`config.mk`:
```
export PLATFORM = sky130hd
export DESIGN_NAME = xod_decoder
export DESIGN_NICKNAME = d
export VERILOG_FILES = /design/src/hw/xod_pkg.sv /design/src/hw/xod_seq_if.sv /design/src/hw/xod_decoder.sv /design/src/hw/xod_seq.sv
export SDC_FILE = /design/constraint.sdc
export NUM_CORES = 1
export LEC_CHECK = 0
export BUFFER_PORTS_ARGS = -buffer_cell sky130_fd_sc_hd__buf_2
export CAP_MARGIN = 20
export CORE_MARGIN = 2
export CORE_UTILIZATION = 47
export CTS_CLUSTER_SIZE = 28
export DETAILED_ROUTE_END_ITERATION = 8
export PLACE_DENSITY = 0.84
export SYNTH_ARGS = -nofsm -noshare
export SYNTH_HDL_FRONTEND = slang
export SYNTH_SLANG_ARGS = --single-unit
```
`constraint.sdc`:
```
create_clock -name clock -period 1.7 [get_ports clock]
set_input_delay 0.085 -clock clock [delete_from_list [all_inputs] [get_ports clock]]
set_output_delay 0.085 -clock clock [all_outputs]
set_load 0.005 [all_outputs]
```
`src/hw/xod_pkg.sv`:
```
// xod_pkg: opcode values, clock counts and types for the opcode timing decoder
// assumes one core clock; all counts are in core clocks on a cache hit
package xod_pkg;

  localparam int CW = 10;

  localparam logic [7:0] OP_ESC       = 8'h0F;
  localparam logic [7:0] OP_CFG_RD    = 8'h3C;
  localparam logic [7:0] OP_CFG_WR    = 8'h3D;
  localparam logic [7:0] OP_SX_HIGH   = 8'h99;
  localparam logic [7:0] OP_SX_ACC    = 8'h98;
  localparam logic [7:0] OP_DFIX_ADD  = 8'h27;
  localparam logic [7:0] OP_DFIX_SUB  = 8'h2F;
  localparam logic [6:0] OP_GRP_FE    = 7'h7F;
  localparam logic [4:0] OP_DECR_REG  = 5'h09;
  localparam logic [6:0] OP_GRP_F6    = 7'h7B;
  localparam logic [7:0] OP_ENTER     = 8'hC8;
  localparam logic [7:0] OP_HALT      = 8'hF4;
  localparam logic [7:0] OP_MUL_RR    = 8'hAF;
  localparam logic [7:0] OP_MUL_IMM   = 8'h69;
  localparam logic [7:0] OP_MUL_IMM_S = 8'h6B;
  localparam logic [6:0] OP_IN_FIX    = 7'h72;
  localparam logic [6:0] OP_IN_VAR    = 7'h76;
  localparam logic [6:0] OP_IN_ALT    = 7'h36;

  localparam logic [2:0] REG_DECR = 3'h1;
  localparam logic [2:0] REG_DIVU = 3'h6;
  localparam logic [2:0] REG_DIVS = 3'h7;
  localparam logic [2:0] REG_MULS = 3'h5;

  localparam logic [CW-1:0] T_ONE       = 10'h001;
  localparam logic [CW-1:0] T_CFG_RD_PM = 10'h00C;
  localparam logic [CW-1:0] T_SX_HIGH   = 10'h002;
  localparam logic [CW-1:0] T_SX_ACC    = 10'h003;
  localparam logic [CW-1:0] T_DFIX      = 10'h002;
  localparam logic [CW-1:0] T_DIV_B     = 10'h014;
  localparam logic [CW-1:0] T_DIV_W     = 10'h01D;
  localparam logic [CW-1:0] T_DIV_D     = 10'h02D;
  localparam logic [CW-1:0] T_MUL_B     = 10'h004;
  localparam logic [CW-1:0] T_MUL_W     = 10'h005;
  localparam logic [CW-1:0] T_MUL_D     = 10'h00F;
  localparam logic [CW-1:0] T_MULI_W    = 10'h006;
  localparam logic [CW-1:0] T_MULI_D    = 10'h010;
  localparam logic [CW-1:0] T_ENTER_L0  = 10'h00D;
  localparam logic [CW-1:0] T_ENTER_L1  = 10'h011;
  localparam logic [CW-1:0] T_HALT      = 10'h00A;
  localparam logic [CW-1:0] T_IN        = 10'h008;
  localparam logic [CW-1:0] T_IN_SLOW   = 10'h016;
  localparam logic [CW-1:0] T_INA       = 10'h00B;
  localparam logic [CW-1:0] T_INA_SLOW  = 10'h019;

  typedef enum logic [3:0] {
    XOD_NONE, XOD_CFG_READ, XOD_CFG_WRITE, XOD_SIGN_EXTEND_TO_HIGH_WORD,
    XOD_SIGN_EXTEND_ACCUMULATOR, XOD_DECIMAL_FIX_AFTER_ADD,
    XOD_DECIMAL_FIX_AFTER_SUB, XOD_DECREMENT, XOD_UNSIGNED_DIVIDE,
    XOD_SIGNED_DIVIDE, XOD_ENTER_FRAME, XOD_SIGNED_MULTIPLY,
    XOD_STOP_EXECUTION, XOD_PORT_INPUT
  } xod_op_type;

  typedef enum logic [1:0] {
    XOD_SZ_BYTE, XOD_SZ_WORD, XOD_SZ_DWORD
  } xod_size_type;

endpackage : xod_pkg

```
`src/hw/xod_seq_if.sv`:
```
// xod_seq_if: start/count request and busy/done answer to the sequencer
// assumes both ends run on the same core clock
`timescale 1ns/1ps
interface xod_seq_if;
  logic                 start;
  logic [xod_pkg::CW-1:0] count;
  logic                 busy;
  logic                 done;
  modport ctrl (output start, output count, input busy, input done);
  modport seq  (input start, input count, output busy, output done);
endinterface : xod_seq_if

```
`src/hw/xod_decoder.sv`:
```
// xod_decoder: recognises one slice of the integer opcodes and times them
// assumes opcode bytes come from the fetch path on the same core clock
`timescale 1ns/1ps

module xod_decoder (
  input  wire logic                   clock,
  input  wire logic                   rstn,
  input  wire logic                   instr_valid,
  output logic                        instr_ready,
  input  wire logic [7:0]             op_byte0,
  input  wire logic [7:0]             op_byte1,
  input  wire logic [7:0]             op_byte2,
  input  wire logic [7:0]             nest_level,
  input  wire logic                   prot_mode,
  input  wire logic                   opsize32,
  input  wire logic                   io_slow,
  output xod_pkg::xod_op_type         decoded_op,
  output logic [xod_pkg::CW-1:0]      decoded_clocks,
  output logic                        illegal,
  output logic                        busy,
  output logic                        done
);
  xod_seq_if sq ();

  xod_pkg::xod_op_type    nxt_op;
  logic [xod_pkg::CW-1:0] nxt_clocks;
  xod_pkg::xod_op_type    op_ff;
  logic [xod_pkg::CW-1:0] clocks_ff;
  logic                   illegal_ff;
  xod_pkg::xod_size_type  size;
  logic [2:0]             reg1;
  logic                   accept;

  function automatic logic [xod_pkg::CW-1:0] by_size(
    input xod_pkg::xod_size_type s,
    input logic [xod_pkg::CW-1:0] tb,
    input logic [xod_pkg::CW-1:0] tw,
    input logic [xod_pkg::CW-1:0] td);
    logic [xod_pkg::CW-1:0] r;
    unique case (s)
      xod_pkg::XOD_SZ_BYTE: r = tb;
      xod_pkg::XOD_SZ_WORD: r = tw;
      default:              r = td;
    endcase
    return r;
  endfunction : by_size

  assign accept = instr_valid && instr_ready;
  assign reg1   = op_byte1[5:3];

  // operand size from the w bit and the current operand size
  always_comb begin
    if (!op_byte0[0]) begin
      size = xod_pkg::XOD_SZ_BYTE;
    end else if (opsize32) begin
      size = xod_pkg::XOD_SZ_DWORD;
    end else begin
      size = xod_pkg::XOD_SZ_WORD;
    end
  end

  always_comb begin
    nxt_op     = xod_pkg::XOD_NONE;
    nxt_clocks = xod_pkg::T_ONE;
    if (op_byte0 == xod_pkg::OP_ESC) begin
      if (op_byte1 == xod_pkg::OP_CFG_RD) begin
        nxt_op     = xod_pkg::XOD_CFG_READ;
        nxt_clocks = prot_mode ? xod_pkg::T_CFG_RD_PM : xod_pkg::T_ONE;
      end else if (op_byte1 == xod_pkg::OP_CFG_WR) begin
        nxt_op     = xod_pkg::XOD_CFG_WRITE;
        nxt_clocks = xod_pkg::T_ONE;
      end else if (op_byte1 == xod_pkg::OP_MUL_RR) begin
        nxt_op     = xod_pkg::XOD_SIGNED_MULTIPLY;
        nxt_clocks = opsize32 ? xod_pkg::T_MUL_D : xod_pkg::T_MUL_W;
      end
    end else if (op_byte0 == xod_pkg::OP_SX_HIGH) begin
      nxt_op     = xod_pkg::XOD_SIGN_EXTEND_TO_HIGH_WORD;
      nxt_clocks = xod_pkg::T_SX_HIGH;
    end else if (op_byte0 == xod_pkg::OP_SX_ACC) begin
      nxt_op     = xod_pkg::XOD_SIGN_EXTEND_ACCUMULATOR;
      nxt_clocks = xod_pkg::T_SX_ACC;
    end else if (op_byte0 == xod_pkg::OP_DFIX_ADD) begin
      nxt_op     = xod_pkg::XOD_DECIMAL_FIX_AFTER_ADD;
      nxt_clocks = xod_pkg::T_DFIX;
    end else if (op_byte0 == xod_pkg::OP_DFIX_SUB) begin
      nxt_op     = xod_pkg::XOD_DECIMAL_FIX_AFTER_SUB;
      nxt_clocks = xod_pkg::T_DFIX;
    end else if (op_byte0[7:3] == xod_pkg::OP_DECR_REG ||
                 (op_byte0[7:1] == xod_pkg::OP_GRP_FE &&
                  reg1 == xod_pkg::REG_DECR)) begin
      nxt_op     = xod_pkg::XOD_DECREMENT;
      nxt_clocks = xod_pkg::T_ONE;
    end else if (op_byte0[7:1] == xod_pkg::OP_GRP_F6) begin
      if (reg1 == xod_pkg::REG_DIVU) begin
        nxt_op     = xod_pkg::XOD_UNSIGNED_DIVIDE;
        nxt_clocks = by_size(size, xod_pkg::T_DIV_B, xod_pkg::T_DIV_W,
                             xod_pkg::T_DIV_D);
      end else if (reg1 == xod_pkg::REG_DIVS) begin
        nxt_op     = xod_pkg::XOD_SIGNED_DIVIDE;
        nxt_clocks = by_size(size, xod_pkg::T_DIV_B, xod_pkg::T_DIV_W,
                             xod_pkg::T_DIV_D);
      end else if (reg1 == xod_pkg::REG_MULS) begin
        nxt_op     = xod_pkg::XOD_SIGNED_MULTIPLY;
        nxt_clocks = by_size(size, xod_pkg::T_MUL_B, xod_pkg::T_MUL_W,
                             xod_pkg::T_MUL_D);
      end
    end else if (op_byte0 == xod_pkg::OP_MUL_IMM ||
                 op_byte0 == xod_pkg::OP_MUL_IMM_S) begin
      nxt_op     = xod_pkg::XOD_SIGNED_MULTIPLY;
      nxt_clocks = opsize32 ? xod_pkg::T_MULI_D : xod_pkg::T_MULI_W;
    end else if (op_byte0 == xod_pkg::OP_ENTER) begin
      nxt_op = xod_pkg::XOD_ENTER_FRAME;
      if (nest_level == 8'h00) begin
        nxt_clocks = xod_pkg::T_ENTER_L0;
      end else if (nest_level == 8'h01) begin
        nxt_clocks = xod_pkg::T_ENTER_L1;
      end else begin
        nxt_clocks = xod_pkg::T_ENTER_L1 + {1'b0, nest_level, 1'b0};
      end
    end else if (op_byte0 == xod_pkg::OP_HALT) begin
      nxt_op     = xod_pkg::XOD_STOP_EXECUTION;
      nxt_clocks = xod_pkg::T_HALT;
    end else if (op_byte0[7:1] == xod_pkg::OP_IN_FIX ||
                 op_byte0[7:1] == xod_pkg::OP_IN_VAR) begin
      nxt_op     = xod_pkg::XOD_PORT_INPUT;
      nxt_clocks = (prot_mode && io_slow) ? xod_pkg::T_IN_SLOW
                                          : xod_pkg::T_IN;
    end else if (op_byte0[7:1] == xod_pkg::OP_IN_ALT) begin
      nxt_op     = xod_pkg::XOD_PORT_INPUT;
      nxt_clocks = (prot_mode && io_slow) ? xod_pkg::T_INA_SLOW
                                          : xod_pkg::T_INA;
    end
  end

  // decoded result held until the next accepted instruction
  always_ff @(posedge clock or negedge rstn) begin
    if (!rstn) begin
      op_ff     <= xod_pkg::XOD_NONE;
      clocks_ff <= '0;
    end else if (accept) begin
      op_ff     <= nxt_op;
      clocks_ff <= (nxt_op == xod_pkg::XOD_NONE) ? '0 : nxt_clocks;
    end
  end

  always_ff @(posedge clock or negedge rstn) begin
    if (!rstn) begin
      illegal_ff <= 1'b0;
    end else begin
      illegal_ff <= accept && (nxt_op == xod_pkg::XOD_NONE);
    end
  end

  assign sq.start = accept && (nxt_op != xod_pkg::XOD_NONE);
  assign sq.count = nxt_clocks;

  xod_seq u_seq (
    .clock (clock),
    .rstn  (rstn),
    .sq    (sq.seq)
  );

  assign instr_ready    = !sq.busy;
  assign busy           = sq.busy;
  assign done           = sq.done;
  assign decoded_op     = op_ff;
  assign decoded_clocks = clocks_ff;
  assign illegal        = illegal_ff;

  property p_cfg_read;
    @(posedge clock) disable iff (!rstn)
    accept && op_byte0 == xod_pkg::OP_ESC &&
    op_byte1 == xod_pkg::OP_CFG_RD && prot_mode
    |=> clocks_ff == xod_pkg::T_CFG_RD_PM ##11 done;
  endproperty
  a_cfg_read: assert property (p_cfg_read)
    else $error("config read timing wrong");

  property p_cfg_write;
    @(posedge clock) disable iff (!rstn)
    accept && op_byte0 == xod_pkg::OP_ESC && op_byte1 == xod_pkg::OP_CFG_WR
    |=> done && op_ff == xod_pkg::XOD_CFG_WRITE;
  endproperty
  a_cfg_write: assert property (p_cfg_write)
    else $error("config write not one clock");

  property p_sx_high;
    @(posedge clock) disable iff (!rstn)
    accept && op_byte0 == xod_pkg::OP_SX_HIGH |=> !done ##1 done;
  endproperty
  a_sx_high: assert property (p_sx_high)
    else $error("sign extend high word not two clocks");

  property p_sx_acc;
    @(posedge clock) disable iff (!rstn)
    accept && op_byte0 == xod_pkg::OP_SX_ACC |=> busy[*3] ##1 !busy;
  endproperty
  a_sx_acc: assert property (p_sx_acc)
    else $error("sign extend accumulator not three clocks");

  property p_dfix;
    @(posedge clock) disable iff (!rstn)
    accept && (op_byte0 == xod_pkg::OP_DFIX_ADD ||
               op_byte0 == xod_pkg::OP_DFIX_SUB)
    |=> clocks_ff == xod_pkg::T_DFIX;
  endproperty
  a_dfix: assert property (p_dfix)
    else $error("decimal fix not two clocks");

  property p_decr_short;
    @(posedge clock) disable iff (!rstn)
    accept && op_byte0[7:3] == xod_pkg::OP_DECR_REG
    |=> op_ff == xod_pkg::XOD_DECREMENT && done;
  endproperty
  a_decr_short: assert property (p_decr_short)
    else $error("short decrement wrong");

  property p_div_word;
    @(posedge clock) disable iff (!rstn)
    accept && op_byte0[7:1] == xod_pkg::OP_GRP_F6 && op_byte0[0] &&
    !opsize32 && reg1[2:1] == 2'h3
    |=> clocks_ff == xod_pkg::T_DIV_W ##28 done;
  endproperty
  a_div_word: assert property (p_div_word)
    else $error("word divide not 29 clocks");

  property p_enter;
    @(posedge clock) disable iff (!rstn)
    accept && op_byte0 == xod_pkg::OP_ENTER && nest_level > 8'h01
    |=> clocks_ff == xod_pkg::T_ENTER_L1 + {1'b0, $past(nest_level), 1'b0};
  endproperty
  a_enter: assert property (p_enter)
    else $error("frame entry count wrong");

  property p_mul_acc;
    @(posedge clock) disable iff (!rstn)
    accept && op_byte0[7:1] == xod_pkg::OP_GRP_F6 && !op_byte0[0] &&
    reg1 == xod_pkg::REG_MULS |=> clocks_ff == xod_pkg::T_MUL_B;
  endproperty
  a_mul_acc: assert property (p_mul_acc)
    else $error("byte multiply not four clocks");

  property p_mul_rr;
    @(posedge clock) disable iff (!rstn)
    accept && op_byte0 == xod_pkg::OP_ESC && op_byte1 == xod_pkg::OP_MUL_RR
    |=> clocks_ff == ($past(opsize32) ? xod_pkg::T_MUL_D : xod_pkg::T_MUL_W);
  endproperty
  a_mul_rr: assert property (p_mul_rr)
    else $error("register multiply count wrong");

  property p_mul_imm;
    @(posedge clock) disable iff (!rstn)
    accept && opsize32 && (op_byte0 == xod_pkg::OP_MUL_IMM ||
                           op_byte0 == xod_pkg::OP_MUL_IMM_S)
    |=> clocks_ff == xod_pkg::T_MULI_D;
  endproperty
  a_mul_imm: assert property (p_mul_imm)
    else $error("immediate multiply count wrong");

  property p_in_slow;
    @(posedge clock) disable iff (!rstn)
    accept && op_byte0[7:1] == xod_pkg::OP_IN_ALT && prot_mode && io_slow
    |=> clocks_ff == xod_pkg::T_INA_SLOW ##24 done;
  endproperty
  a_in_slow: assert property (p_in_slow)
    else $error("port input slow path not 25 clocks");

  c_div: cover property (@(posedge clock) disable iff (!rstn)
    done && op_ff == xod_pkg::XOD_SIGNED_DIVIDE);
  c_enter: cover property (@(posedge clock) disable iff (!rstn)
    done && op_ff == xod_pkg::XOD_ENTER_FRAME);
  c_illegal: cover property (@(posedge clock) disable iff (!rstn) illegal);
endmodule : xod_decoder

```
`src/hw/xod_seq.sv`:
```
// xod_seq: counts out the clocks of one instruction
// assumes start only while not busy and count at least one
`timescale 1ns/1ps
module xod_seq (
  input wire logic clock,
  input wire logic rstn,
  xod_seq_if.seq   sq
);
  logic [xod_pkg::CW-1:0] left_ff;
  logic                   busy_ff;

  // busy for exactly count cycles, done in the last one
  always_ff @(posedge clock or negedge rstn) begin
    if (!rstn) begin
      busy_ff <= 1'b0;
    end else if (sq.start) begin
      busy_ff <= 1'b1;
    end else if (sq.done) begin
      busy_ff <= 1'b0;
    end
  end

  always_ff @(posedge clock or negedge rstn) begin
    if (!rstn) begin
      left_ff <= '0;
    end else if (sq.start) begin
      left_ff <= sq.count;
    end else if (busy_ff) begin
      left_ff <= left_ff - xod_pkg::T_ONE;
    end
  end

  assign sq.busy = busy_ff;
  assign sq.done = busy_ff && (left_ff == xod_pkg::T_ONE);
endmodule : xod_seq

```
==> results of run 1 <==
per-layer routing:
layer	vias up	track usage	routed length, um
li1	1102	-	-
met1	1051	0.3201	2524
met2	78	0.3985	2720
met3	10	0.03052	281
met4	0	0.09150	107
met5	-	0	0
path summary, 6_finish.rpt:
path                              startpoint  slack, ps                 to  depth (start not counted)
max                         u_seq.left_ff[7]        -70               done                          5
min                            nest_level[7]        270  decoded_clocks[8]                          5
max reg2reg                 u_seq.left_ff[7]        -30   u_seq.left_ff[8]                          4
min reg2reg                decoded_clocks[8]        470  decoded_clocks[8]                          2
max in group asynchronous               rstn        990   u_seq.left_ff[8]                          2
min in group asynchronous               rstn        330   u_seq.left_ff[4]                          2
power by group through the flow:
stage / sequential (mW) / clock, mW / combinational (mW)
floorplan: 0.931 / 0 / 0.581
finish: 0.907 / 0.510 / 1.25
detailed placement: 0.902 / 0 / 1.13
global placement: 0.894 / 0 / 1.08
global route: 0.928 / 0.545 / 1.39
CTS: 0.903 / 0.521 / 1.22
placed cells by master (no fill, tap or decap), types with 4 or more instances in the layout:
cell	n
a21oi_2	4
and2_1	5
nor2b_1	4
and3b_1	4
and3_1	4
dfrtp_1	26
a21o_1	4
o21ai_0	12
xnor2_1	6
nor3_1	5
nor2_1	17
o211ai_1	4
nand3_1	8
xor2_1	4
a21oi_1	8
buf_4	54
nand2_1	48
o21ai_1	5
nand4b_1	4
inv_1	4
nand4_1	7
buf_2	47
sequential cells by signal (all words and copies together) (netlist names):
signal	count
u_seq.left_ff	10
u_seq.sq.busy	1
decoded_op	4
decoded_clocks	10
illegal	1
through the flow:
step	worst slack (ps)	cell area (um2)	util	TNS [ps]	instances
finish	-74.04	2790	0.6876	-101.8	393
global route	-132.3	2790	0.6876	-321.2	393
CTS	-124.7	2769	0.6824	-157.3	393
detailed placement	-190.4	2653	0.6537	-1179	386
global placement	-110.0	2653	0.6537	-839.0	386
floorplan	28.41	2004	-	0	244
repair_timing:
item                                   in CTS  in global routing
endpoints found under the hold margin      26                  0
buffers inserted                            2                  0
setup endpoints to repair                   3                  5
pin swaps                                   1                  2
hold buffers                                1                  0
resized for setup                           4                  4
tightest hold or removal path, stage by stage:
cell,delay [ps]
buf_2,80
buf_4,110
xnor2_1,60
nand2_1,110
nand2_1,60
area by class of cell:
type	instances	area (um2)
Inverter	5	18.77
Fill cell	319	1267
Clock buffer	3	41.29
Sequential cell	26	650.6
Multi-Input combinational cell	206	1336
Tap cell	50	62.56
Clock inverter	1	30.03
Timing Repair Buffer	102	650.6
logic make-up after synthesis:
group                      Yosys count  synth area share
AOI/OAI and AO/OA                   55            0.1896
buffers and inverters               12           0.02941
DFF                                 26            0.3254
xor gates and xnor gates            10           0.04380
muxes                                2           0.01001
and+or+nand+nor                    136            0.3830
adders and majority gates            3           0.01878
==> results by group, run 1 <==
Routing
  • 1st-iter DRT viols: ~170
  • DRC violations left: 0
  • Drt first pass iters: 4
  • Post-DRT Antenna Nets: 0
  • Vias per inst: 5.702
  • Via count: 2,241
  • Routed len/inst: 14.34 um
  • Post-Route WL: 5634 um

Floorplan
  • I/O pin count: 56
  • Std-Cell Core Area: slightly above 4000 um2
  • Row cnt: 23
  • Die Area: ~4800 um2
  • Initial core utilization: 0.4928
  • Die X: 69.23 um
  • Die height: 69.23 um

Power and ir drop
  • Peak VDD IR: between 0.4 and 0.5 mV
  • Sw Pwr: 949.9 uW
  • Clock power share: 0.191
  • Internal: between 1.5 and 2 mW
  • Sequential power share: 0.340
  • Sw frac: 0.3561
  • P per Cell Area: 956.0 nW/um2
  • Leakage: roughly 1.4 nW
  • Comb pwr share: 0.469
  • Total Power: approximately 2.7 mW

Synthesis
  • Commonest cells in the netlist: nand2_1, dfrtp_1, nor2_1, o21ai_0, a21oi_1
  • Post-synthesis cell count: 244
  • Top_reg_cell synth: dfrtp_1
  • Top cells by area, synth: dfrtp_1, nand2_1, nor2_1
  • Seq/Total Area, Yosys: 0.3254
  • Async set or reset register ratio after synthesis: 1.000
  • Yosys top cell area share: 0.3254
  • Post-synth EDFFs: 0
  • Leading area contributor after synthesis: dfrtp_1
  • Synthesized area per cell: 8.194 um2
  • Post-synthesis net count: 285
  • Post-synthesis register bit count: 26
  • Synth warn: 0
  • Count leader, synth: nand2_1
  • Mapped Area: 1999 um2
  • Cell variety after synth: about 60

Timing
  • Final min period: roughly 1800 ps
  • Slew headroom: 0.6148
  • Hold Vio Cnt, Final: 0
  • Maximum operating frequency: roughly 560 MHz
  • Worst slew pin tran: slightly below 600 ps
  • Setup ws final: -74.04 ps
  • Worst Hold Slack: approximately 270 ps
  • Worst Skew: 7.106 ps
  • Max Transition Viols Final: 0
  • Endpoints failing setup: 2
  • RSZ-0062 raised after global routing: yes
  • Final Cycle Share: 1.044

Status
  • Failing checks: setup timing
  • Outcome: finished, violations left

CTS
  • Root buf cell: clkbuf_8
  • Worst-path clk slew: 90 ps
  • Clk sinks: 26
  • CTS H-tree depth: 1
  • Worst skew pair latency: 270 ps
  • TritonCTS clock tree: yes
  • TritonCTS buffer count: 3
  • Clk buf depth: 2

Worst setup path
  • Worst Setup Path Type: register to output pin
  • Worst endpoint required time: 1620 ps
  • CP Max Fanout: 2
  • WP data arrival: 1690 ps
  • Delay of the slowest critical-path stage: roughly 540 ps
  • Worst Path Buf+Inv: 2
  • Crit path cell chain: or4_4, nor3_2, buf_4, and3_1, buf_2
  • Crit-path slowest cell: or4_4
  • Worst setup EP type: output pin
  • Top cell family by delay on the critical path: simple AND/OR/NAND/NOR gates
  • CP Launch Type: register

Placed design
  • Post-DP HPWL: 4406 um
  • # port buffers: 47
  • Placer Congestion: 0.9360

Global routing
  • Initial antenna violation count: 0
  • GRT overflow: 0
  • Vias in the first global route: 2,140
  • First-pass GRT wire length: 9494 um
  • GRT Util Overall: 0.2404
  • Largest net degree at the start of global routing: 27

Final layout
  • Share of cells above drive strength 1: 0.3878
  • ANT cells: 0
  • Area Growth Syn to Fin: 39.55%
  • Layout net count: 385

Min path
  • Worst min path class: input pin to register

Flow run
  • Maximum Capacitance Violations: 0
Note: power is estimated with default switching activity, not from simulation.
==> run 2: changes to the inputs <==
--- a/config.mk
+++ b/config.mk
@@ -11,7 +11,7 @@
 export CORE_UTILIZATION = 47
 export CTS_CLUSTER_SIZE = 28
 export DETAILED_ROUTE_END_ITERATION = 8
-export PLACE_DENSITY = 0.84
+export PLACE_DENSITY_LB_ADDON = 0.1
 export SYNTH_ARGS = -nofsm -noshare
 export SYNTH_HDL_FRONTEND = slang
 export SYNTH_SLANG_ARGS = --single-unit
==> run 2 against run 1 <==
Effect of this change:
- the flow still finishes with violations (setup timing)
- cell area decreased by 0.49%
- clock skew decreased by 4.5 ps
- fmax decreased by 1.8%
- combinational power decreased by 6%
- sequential power increased by 1%
- clock power increased by 2%
- critical path type unchanged
- critical endpoint unchanged
==> results by group, run 2 (synthesized netlist as in run 1, its figures left out) <==
Final layout
  • Fillers: 354
  • Share of cells above drive strength 1: 0.3835
  • ANT cells: 0
  • Most frequent cells in the layout: buf_4, nand2_1, buf_2, dfrtp_1, nor2_1
  • Area Growth Syn to Fin: 38.86%
  • Layout net count: 381
  • Most common cell after layout, fill and taps aside: buf_4

CTS
  • Worst-path clk slew: ~90 ps
  • Clk sinks: 26
  • TritonCTS buffer count: 3
  • Root buf cell: clkbuf_8
  • CTS H-tree depth: 1
  • TritonCTS clock tree: yes
  • Clk buf depth: 2
  • Worst skew pair latency: 270 ps

Status
  • Failing checks: setup timing
  • Outcome: finished, violations left

Routing
  • Routed len/inst: 13.88 um
  • Drt first pass iters: 4
  • Via count: 2,166
  • Vias per inst: 5.568
  • Post-DRT Antenna Nets: 0
  • Post-Route WL: between 5000 and 6000 um
  • 1st-iter DRT viols: 160
  • DRC violations left: 0

Worst setup path
  • Worst setup EP type: output pin
  • Worst endpoint required time: 1620 ps
  • Cells on worst reg2reg path: 4
  • CP Max Fanout: 2
  • Reg2reg setup slack: -50 ps
  • Start of the worst register-to-register path: u_seq.left_ff[7]
  • Worst Setup Path Type: register to output pin
  • Critical R2R Capture: u_seq.left_ff[8]
  • Top cell family by delay on the critical path: simple AND/OR/NAND/NOR gates
  • Delay of the slowest critical-path stage: around 540 ps
  • WP data arrival: 1720 ps
  • Worst Path Buf+Inv: 2
  • Crit-path slowest cell: or4_4
  • CP Launch Type: register
  • Crit path cell chain: or4_4, nor3_2, buf_4, and3_1, buf_2

Global routing
  • GRT Util Overall: 0.2298
  • Largest net degree at the start of global routing: 27
  • Vias in the first global route: 1,979
  • Initial antenna violation count: 0
  • GRT overflow: 0
  • First-pass GRT wire length: just over 9000 um

Timing
  • Final min period: 1807 ps
  • Worst Skew: 2.652 ps
  • Max Transition Viols Final: 0
  • Maximum operating frequency: around 550 MHz
  • Final Cycle Share: 1.063
  • Endpoints failing setup: 2
  • Worst slew pin tran: around 600 ps
  • RSZ-0062 raised after global routing: yes
  • Setup ws final: -106.9 ps
  • Slew headroom: 0.5997
  • Hold Vio Cnt, Final: 0
  • Worst Hold Slack: 235.1 ps

Power and ir drop
  • Sw frac: 0.3492
  • Comb pwr share: 0.450
  • Internal: 1.699 mW
  • Clock power share: 0.199
  • Leakage: 1.361 nW
  • Peak VDD IR: 0.6298 mV
  • Sw Pwr: approximately 910 uW
  • Sequential power share: 0.351
  • P per Cell Area: between 900 and 1000 nW/um2

Min path
  • Hold Path End: u_seq.left_ff[4]
  • Worst hold start: instr_valid
  • Worst min path class: input pin to register
  • Hold depth: 3

Placed design
  • # port buffers: 47
  • Placement Setup Slack: -161.6 ps
  • Post-DP HPWL: 4267 um
  • Placer Congestion: 0.8554

Flow run
  • Maximum Capacitance Violations: 0

Floorplan
  • Die X: a little under 70 um
  • Initial core utilization: 0.4928
  • I/O pin count: 56
  • Std-Cell Core Area: 4058 um2
  • Die height: 69.23 um
  • Row cnt: 23
  • Die Area: 4792 um2
-- run 2: power groups by stage --
stage | combinational, mW | clock [mW] | sequential, mW
final | 1.17 | 0.520 | 0.917
after global routing | 1.31 | 0.551 | 0.939
after CTS | 1.14 | 0.518 | 0.911
after detailed placement | 1.07 | 0 | 0.915
after global placement | 1.06 | 0 | 0.912
after floorplan | 0.581 | 0 | 0.931
-- run 2: timing repair --
action / in CTS / in global routing
pin swaps: 0 / 3
endpoints found under the setup margin: 3 / 6
hold endpoints to repair: 26 / 0
setup buffers: 2 / 1
hold buffers: 1 / 0
resized for setup: 3 / 7
-- run 2: cell type report --
| class | instances | area (um2) | area share |
|---|---|---|---|
| clock buffer | 3 | 41.29 | 0.01487 |
| inverter | 5 | 18.77 | 0.006760 |
| timing repair buffer | 98 | 620.6 | 0.2235 |
| sequential | 26 | 650.6 | 0.2343 |
| tap | 50 | 62.56 | 0.02253 |
| multi-input combinational | 206 | 1353 | 0.4872 |
| clock inverter | 1 | 30.03 | 0.01082 |
-- run 2: worst max-delay path by stage --
stage	start	end	cells after the start
2_1_floorplan	u_seq.left_ff[2]	u_seq.left_ff[7]	7
3_3_place_gp	nest_level[7]	u_seq.left_ff[4]	8
3_5_place_dp	nest_level[7]	u_seq.left_ff[4]	8
4_1_cts	u_seq.left_ff[7]	done	5
5_1_grt	u_seq.left_ff[7]	done	5
6_report	u_seq.left_ff[7]	done	5
-- run 2: routing by layer --
layer / vias to the layer above / share of wire / global-route usage
met5: - / 0 / 0
met4: 0 / 0.0039 / 0.03486
met3: 5 / 0.070 / 0.03924
met2: 75 / 0.44 / 0.3515
met1: 996 / 0.49 / 0.3471
li1: 1090 / - / -
-- run 2: tightest hold or removal path, delay by kind of cell --
family | cells | cell delay (ps)
AOI/OAI and AO/OA | 2 | 250
buffers and inverters | 1 | 140
-- run 2: stage by stage --
| stage | std cells | area, um2 | power (mW) | util | setup TNS (ps) |
|---|---|---|---|---|---|
| floorplan | 244 | 2004 | 1.513 | - | 0 |
| global placement | 382 | 2623 | 1.970 | 0.6463 | -1228 |
| detailed placement | 382 | 2623 | 1.987 | 0.6463 | -1600 |
| CTS | 389 | 2734 | 2.572 | 0.6738 | -163.0 |
| global route | 389 | 2776 | 2.797 | 0.6842 | -329.9 |
| finish | 389 | 2776 | 2.611 | 0.6842 | -161.8 |
==> run 3: changes to the inputs <==
--- a/config.mk
+++ b/config.mk
@@ -5,13 +5,16 @@
 export SDC_FILE = /design/constraint.sdc
 export NUM_CORES = 1
 export LEC_CHECK = 0
+export ABC_AREA = 1
+export ABC_CLOCK_PERIOD_IN_PS = 1700
 export BUFFER_PORTS_ARGS = -buffer_cell sky130_fd_sc_hd__buf_2
 export CAP_MARGIN = 20
 export CORE_MARGIN = 2
-export CORE_UTILIZATION = 47
+export CORE_UTILIZATION = 49
 export CTS_CLUSTER_SIZE = 28
 export DETAILED_ROUTE_END_ITERATION = 8
 export PLACE_DENSITY_LB_ADDON = 0.1
+export SKIP_CTS_REPAIR_TIMING = 1
 export SYNTH_ARGS = -nofsm -noshare
 export SYNTH_HDL_FRONTEND = slang
 export SYNTH_SLANG_ARGS = --single-unit
==> run 3 against run 2 <==
Effect of this change:
- the flow now finishes without violations
- critical path depth rose by 5
- worst hold slack got worse by 9.5 ps
- wire length rose by 4.0%
- clock skew rose by 2.8 ps
- via count rose by 11%
- power fell by 0.56%
- die area rose by 7.6%
- global-route usage rose by 0.16 points
- largest power group unchanged
==> results by group, run 3 <==
Status
  • Outcome: finished, final reports clean

Final layout
  • Layout net count: 483
  • Most frequent cells in the layout: nand2_1, nand3_1, buf_2, nor2_1, inv_1
  • Area Growth Syn to Fin: 27.48%
  • ANT cells: 0
  • Most common cell after layout, fill and taps aside: nand2_1
  • Fin cells: 492
  • Share of cells above drive strength 1: 0.2841

Worst setup path
  • Worst setup EP type: register
  • Worst Setup Path Type: register to register
  • WP data arrival: 1690 ps
  • CP Max Fanout: 4
  • CP Launch Type: register
  • Worst endpoint required time: 1920 ps

Timing
  • Setup Total Neg Slack: 0 ps
  • Final Cycle Share: 0.8623
  • Final min period: 1466 ps
  • Worst slew pin tran: 565.4 ps
  • RSZ-0062 raised after global routing: no
  • Maximum operating frequency: 682.2 MHz
  • Max Transition Viols Final: 0
  • Worst Skew: 5.443 ps
  • Slew headroom: 0.6231
  • Endpoints failing setup: 0
  • Hold Vio Cnt, Final: 0
  • Worst Hold Slack: 225.6 ps
  • Setup ws final: 234.1 ps

Synthesis
  • Commonest cells in the netlist: nand2_1, nand3_1, nor2_1, inv_1, dfrtp_1
  • Async set or reset register ratio after synthesis: 1.000
  • Yosys top cell area share: 0.2887
  • Post-synthesis net count: 398
  • Seq/Total Area, Yosys: 0.2887
  • Post-synthesis register bit count: 26
  • Post-synthesis cell count: 357
  • Top cells by area, synth: dfrtp_1, nand2_1, nand3_1
  • Mapped Area: 2253 um2
  • Leading area contributor after synthesis: dfrtp_1
  • Cell variety after synth: 33
  • Count leader, synth: nand2_1
  • Top_reg_cell synth: dfrtp_1
  • Post-synth EDFFs: 0
  • Synthesized area per cell: 6.312 um2
  • Synth warn: 0

Global routing
  • First-pass GRT wire length: 9597 um
  • Vias in the first global route: 2,162
  • GRT overflow: 0
  • Largest net degree at the start of global routing: 27
  • Initial antenna violation count: 0
  • GRT Util Overall: 0.2315

Min path
  • Worst min path class: input pin to register

CTS
  • Clk buf depth: 2
  • Worst skew pair latency: 270 ps
  • Clk sinks: 26
  • Worst-path clk slew: roughly 90 ps
  • Root buf cell: clkbuf_8
  • TritonCTS buffer count: 3
  • TritonCTS clock tree: yes
  • CTS H-tree depth: 1

Placed design
  • Post-DP HPWL: 4566 um
  • Placer Congestion: 0.9026
  • Placement Setup Slack: -15.67 ps
  • # port buffers: 47
  • Dpl cells: roughly 490

Power and ir drop
  • Peak VDD IR: 0.6939 mV
  • Leakage: 1.742 nW
  • P per Cell Area: between 900 and 1000 nW/um2
  • Total Power: between 2 and 3 mW

Routing
  • Vias per inst: 4.870
  • Metal3 WL: 270 um
  • Post-Route WL: 5618 um
  • DRC violations left: 0
  • 1st-iter DRT viols: roughly 160
  • Met2 Wirelength: about 2400 um
  • Post-DRT Antenna Nets: 0
  • Via count: 2,396
  • Highest metal used: met4
  • Drt first pass iters: 4
  • Routed len/inst: 11.42 um
  • Met1 Routed Length: just under 3000 um

Floorplan
  • Initial core utilization: 0.5140
  • Die height: 71.82 um
  • Row cnt: 24
  • I/O pin count: 56
  • Std-Cell Core Area: 4384 um2
  • Die Area: 5157 um2
  • Die X: approximately 70 um

Flow run
  • Maximum Capacitance Violations: 0
run 3: changes by cell type after synthesis, sizes merged, moves of 5 or more:
cell	previous run	this run
a21oi	12	1
nand3	9	52
and2	6	1
inv	5	43
nor2	17	51
nand2	48	127
run 3: area by class of cell:
cell class | instances | area, um2
timing repair buffer | 86 | 555.5
sequential | 26 | 650.6
fill | 430 | 1511
inverter | 44 | 166.4
clock buffer | 3 | 41.29
multi-input combinational | 281 | 1394
tap | 52 | 65.06
run 3: metal layers:
metal,track usage,vias up
met3,0.02954,4
met1,0.3466,1041
met2,0.3621,49
met4,0.04193,0
li1,-,1302
met5,0,-
run 3: worst max-delay path, stage by stage (launching register included):
cell and delay, ps:
dfrtp_1 430, nor2_1 120, nand2_1 100, nor2_2 140
nand3_1 100, nor2_1 120, xor2_1 180, nand2_2 60
nand2_1 60, nand2_1 50, nand2_1 50
run 3: final timing paths:
check	start	end	slack, ps	cells past startpoint
hold reg to reg	decoded_clocks[5]	decoded_clocks[5]	480	2
hold / removal	nest_level[7]	decoded_clocks[9]	230	5
setup reg to reg	u_seq.left_ff[2]	u_seq.left_ff[9]	230	10
min in group asynchronous	rstn	illegal	320	2
max in group asynchronous	rstn	u_seq.left_ff[3]	990	2
setup / recovery	u_seq.left_ff[2]	u_seq.left_ff[9]	230	10
run 3: power breakdown:
| part | internal [mW] | switching, mW | leakage [nW] |
|---|---|---|---|
| Sequential | 0.799 | 0.152 | 0.342 |
| Combinational | 0.540 | 0.754 | 1.38 |
| Clock | 0.159 | 0.192 | 0.0216 |
run 3: per-stage QoR:
| stage | utilization | instance area [um2] |
|---|---|---|
| 3_3_place_gp | 0.6430 | 2819 |
| 3_5_place_dp | 0.6430 | 2819 |
| 6_report | 0.6553 | 2873 |
| 5_1_grt | 0.6553 | 2873 |
| 2_1_floorplan | - | 2253 |
| 4_1_cts | 0.6524 | 2860 |
run 3: logic make-up after synthesis:
group,count (synthesis),synth area share
AOI/OAI and AO/OA,21,0.05052
buffers and inverters,50,0.09383
adders and majority gates,3,0.01666
DFF,26,0.2887
xor gates and xnor gates,8,0.03110
and+or+nand+nor,249,0.5192
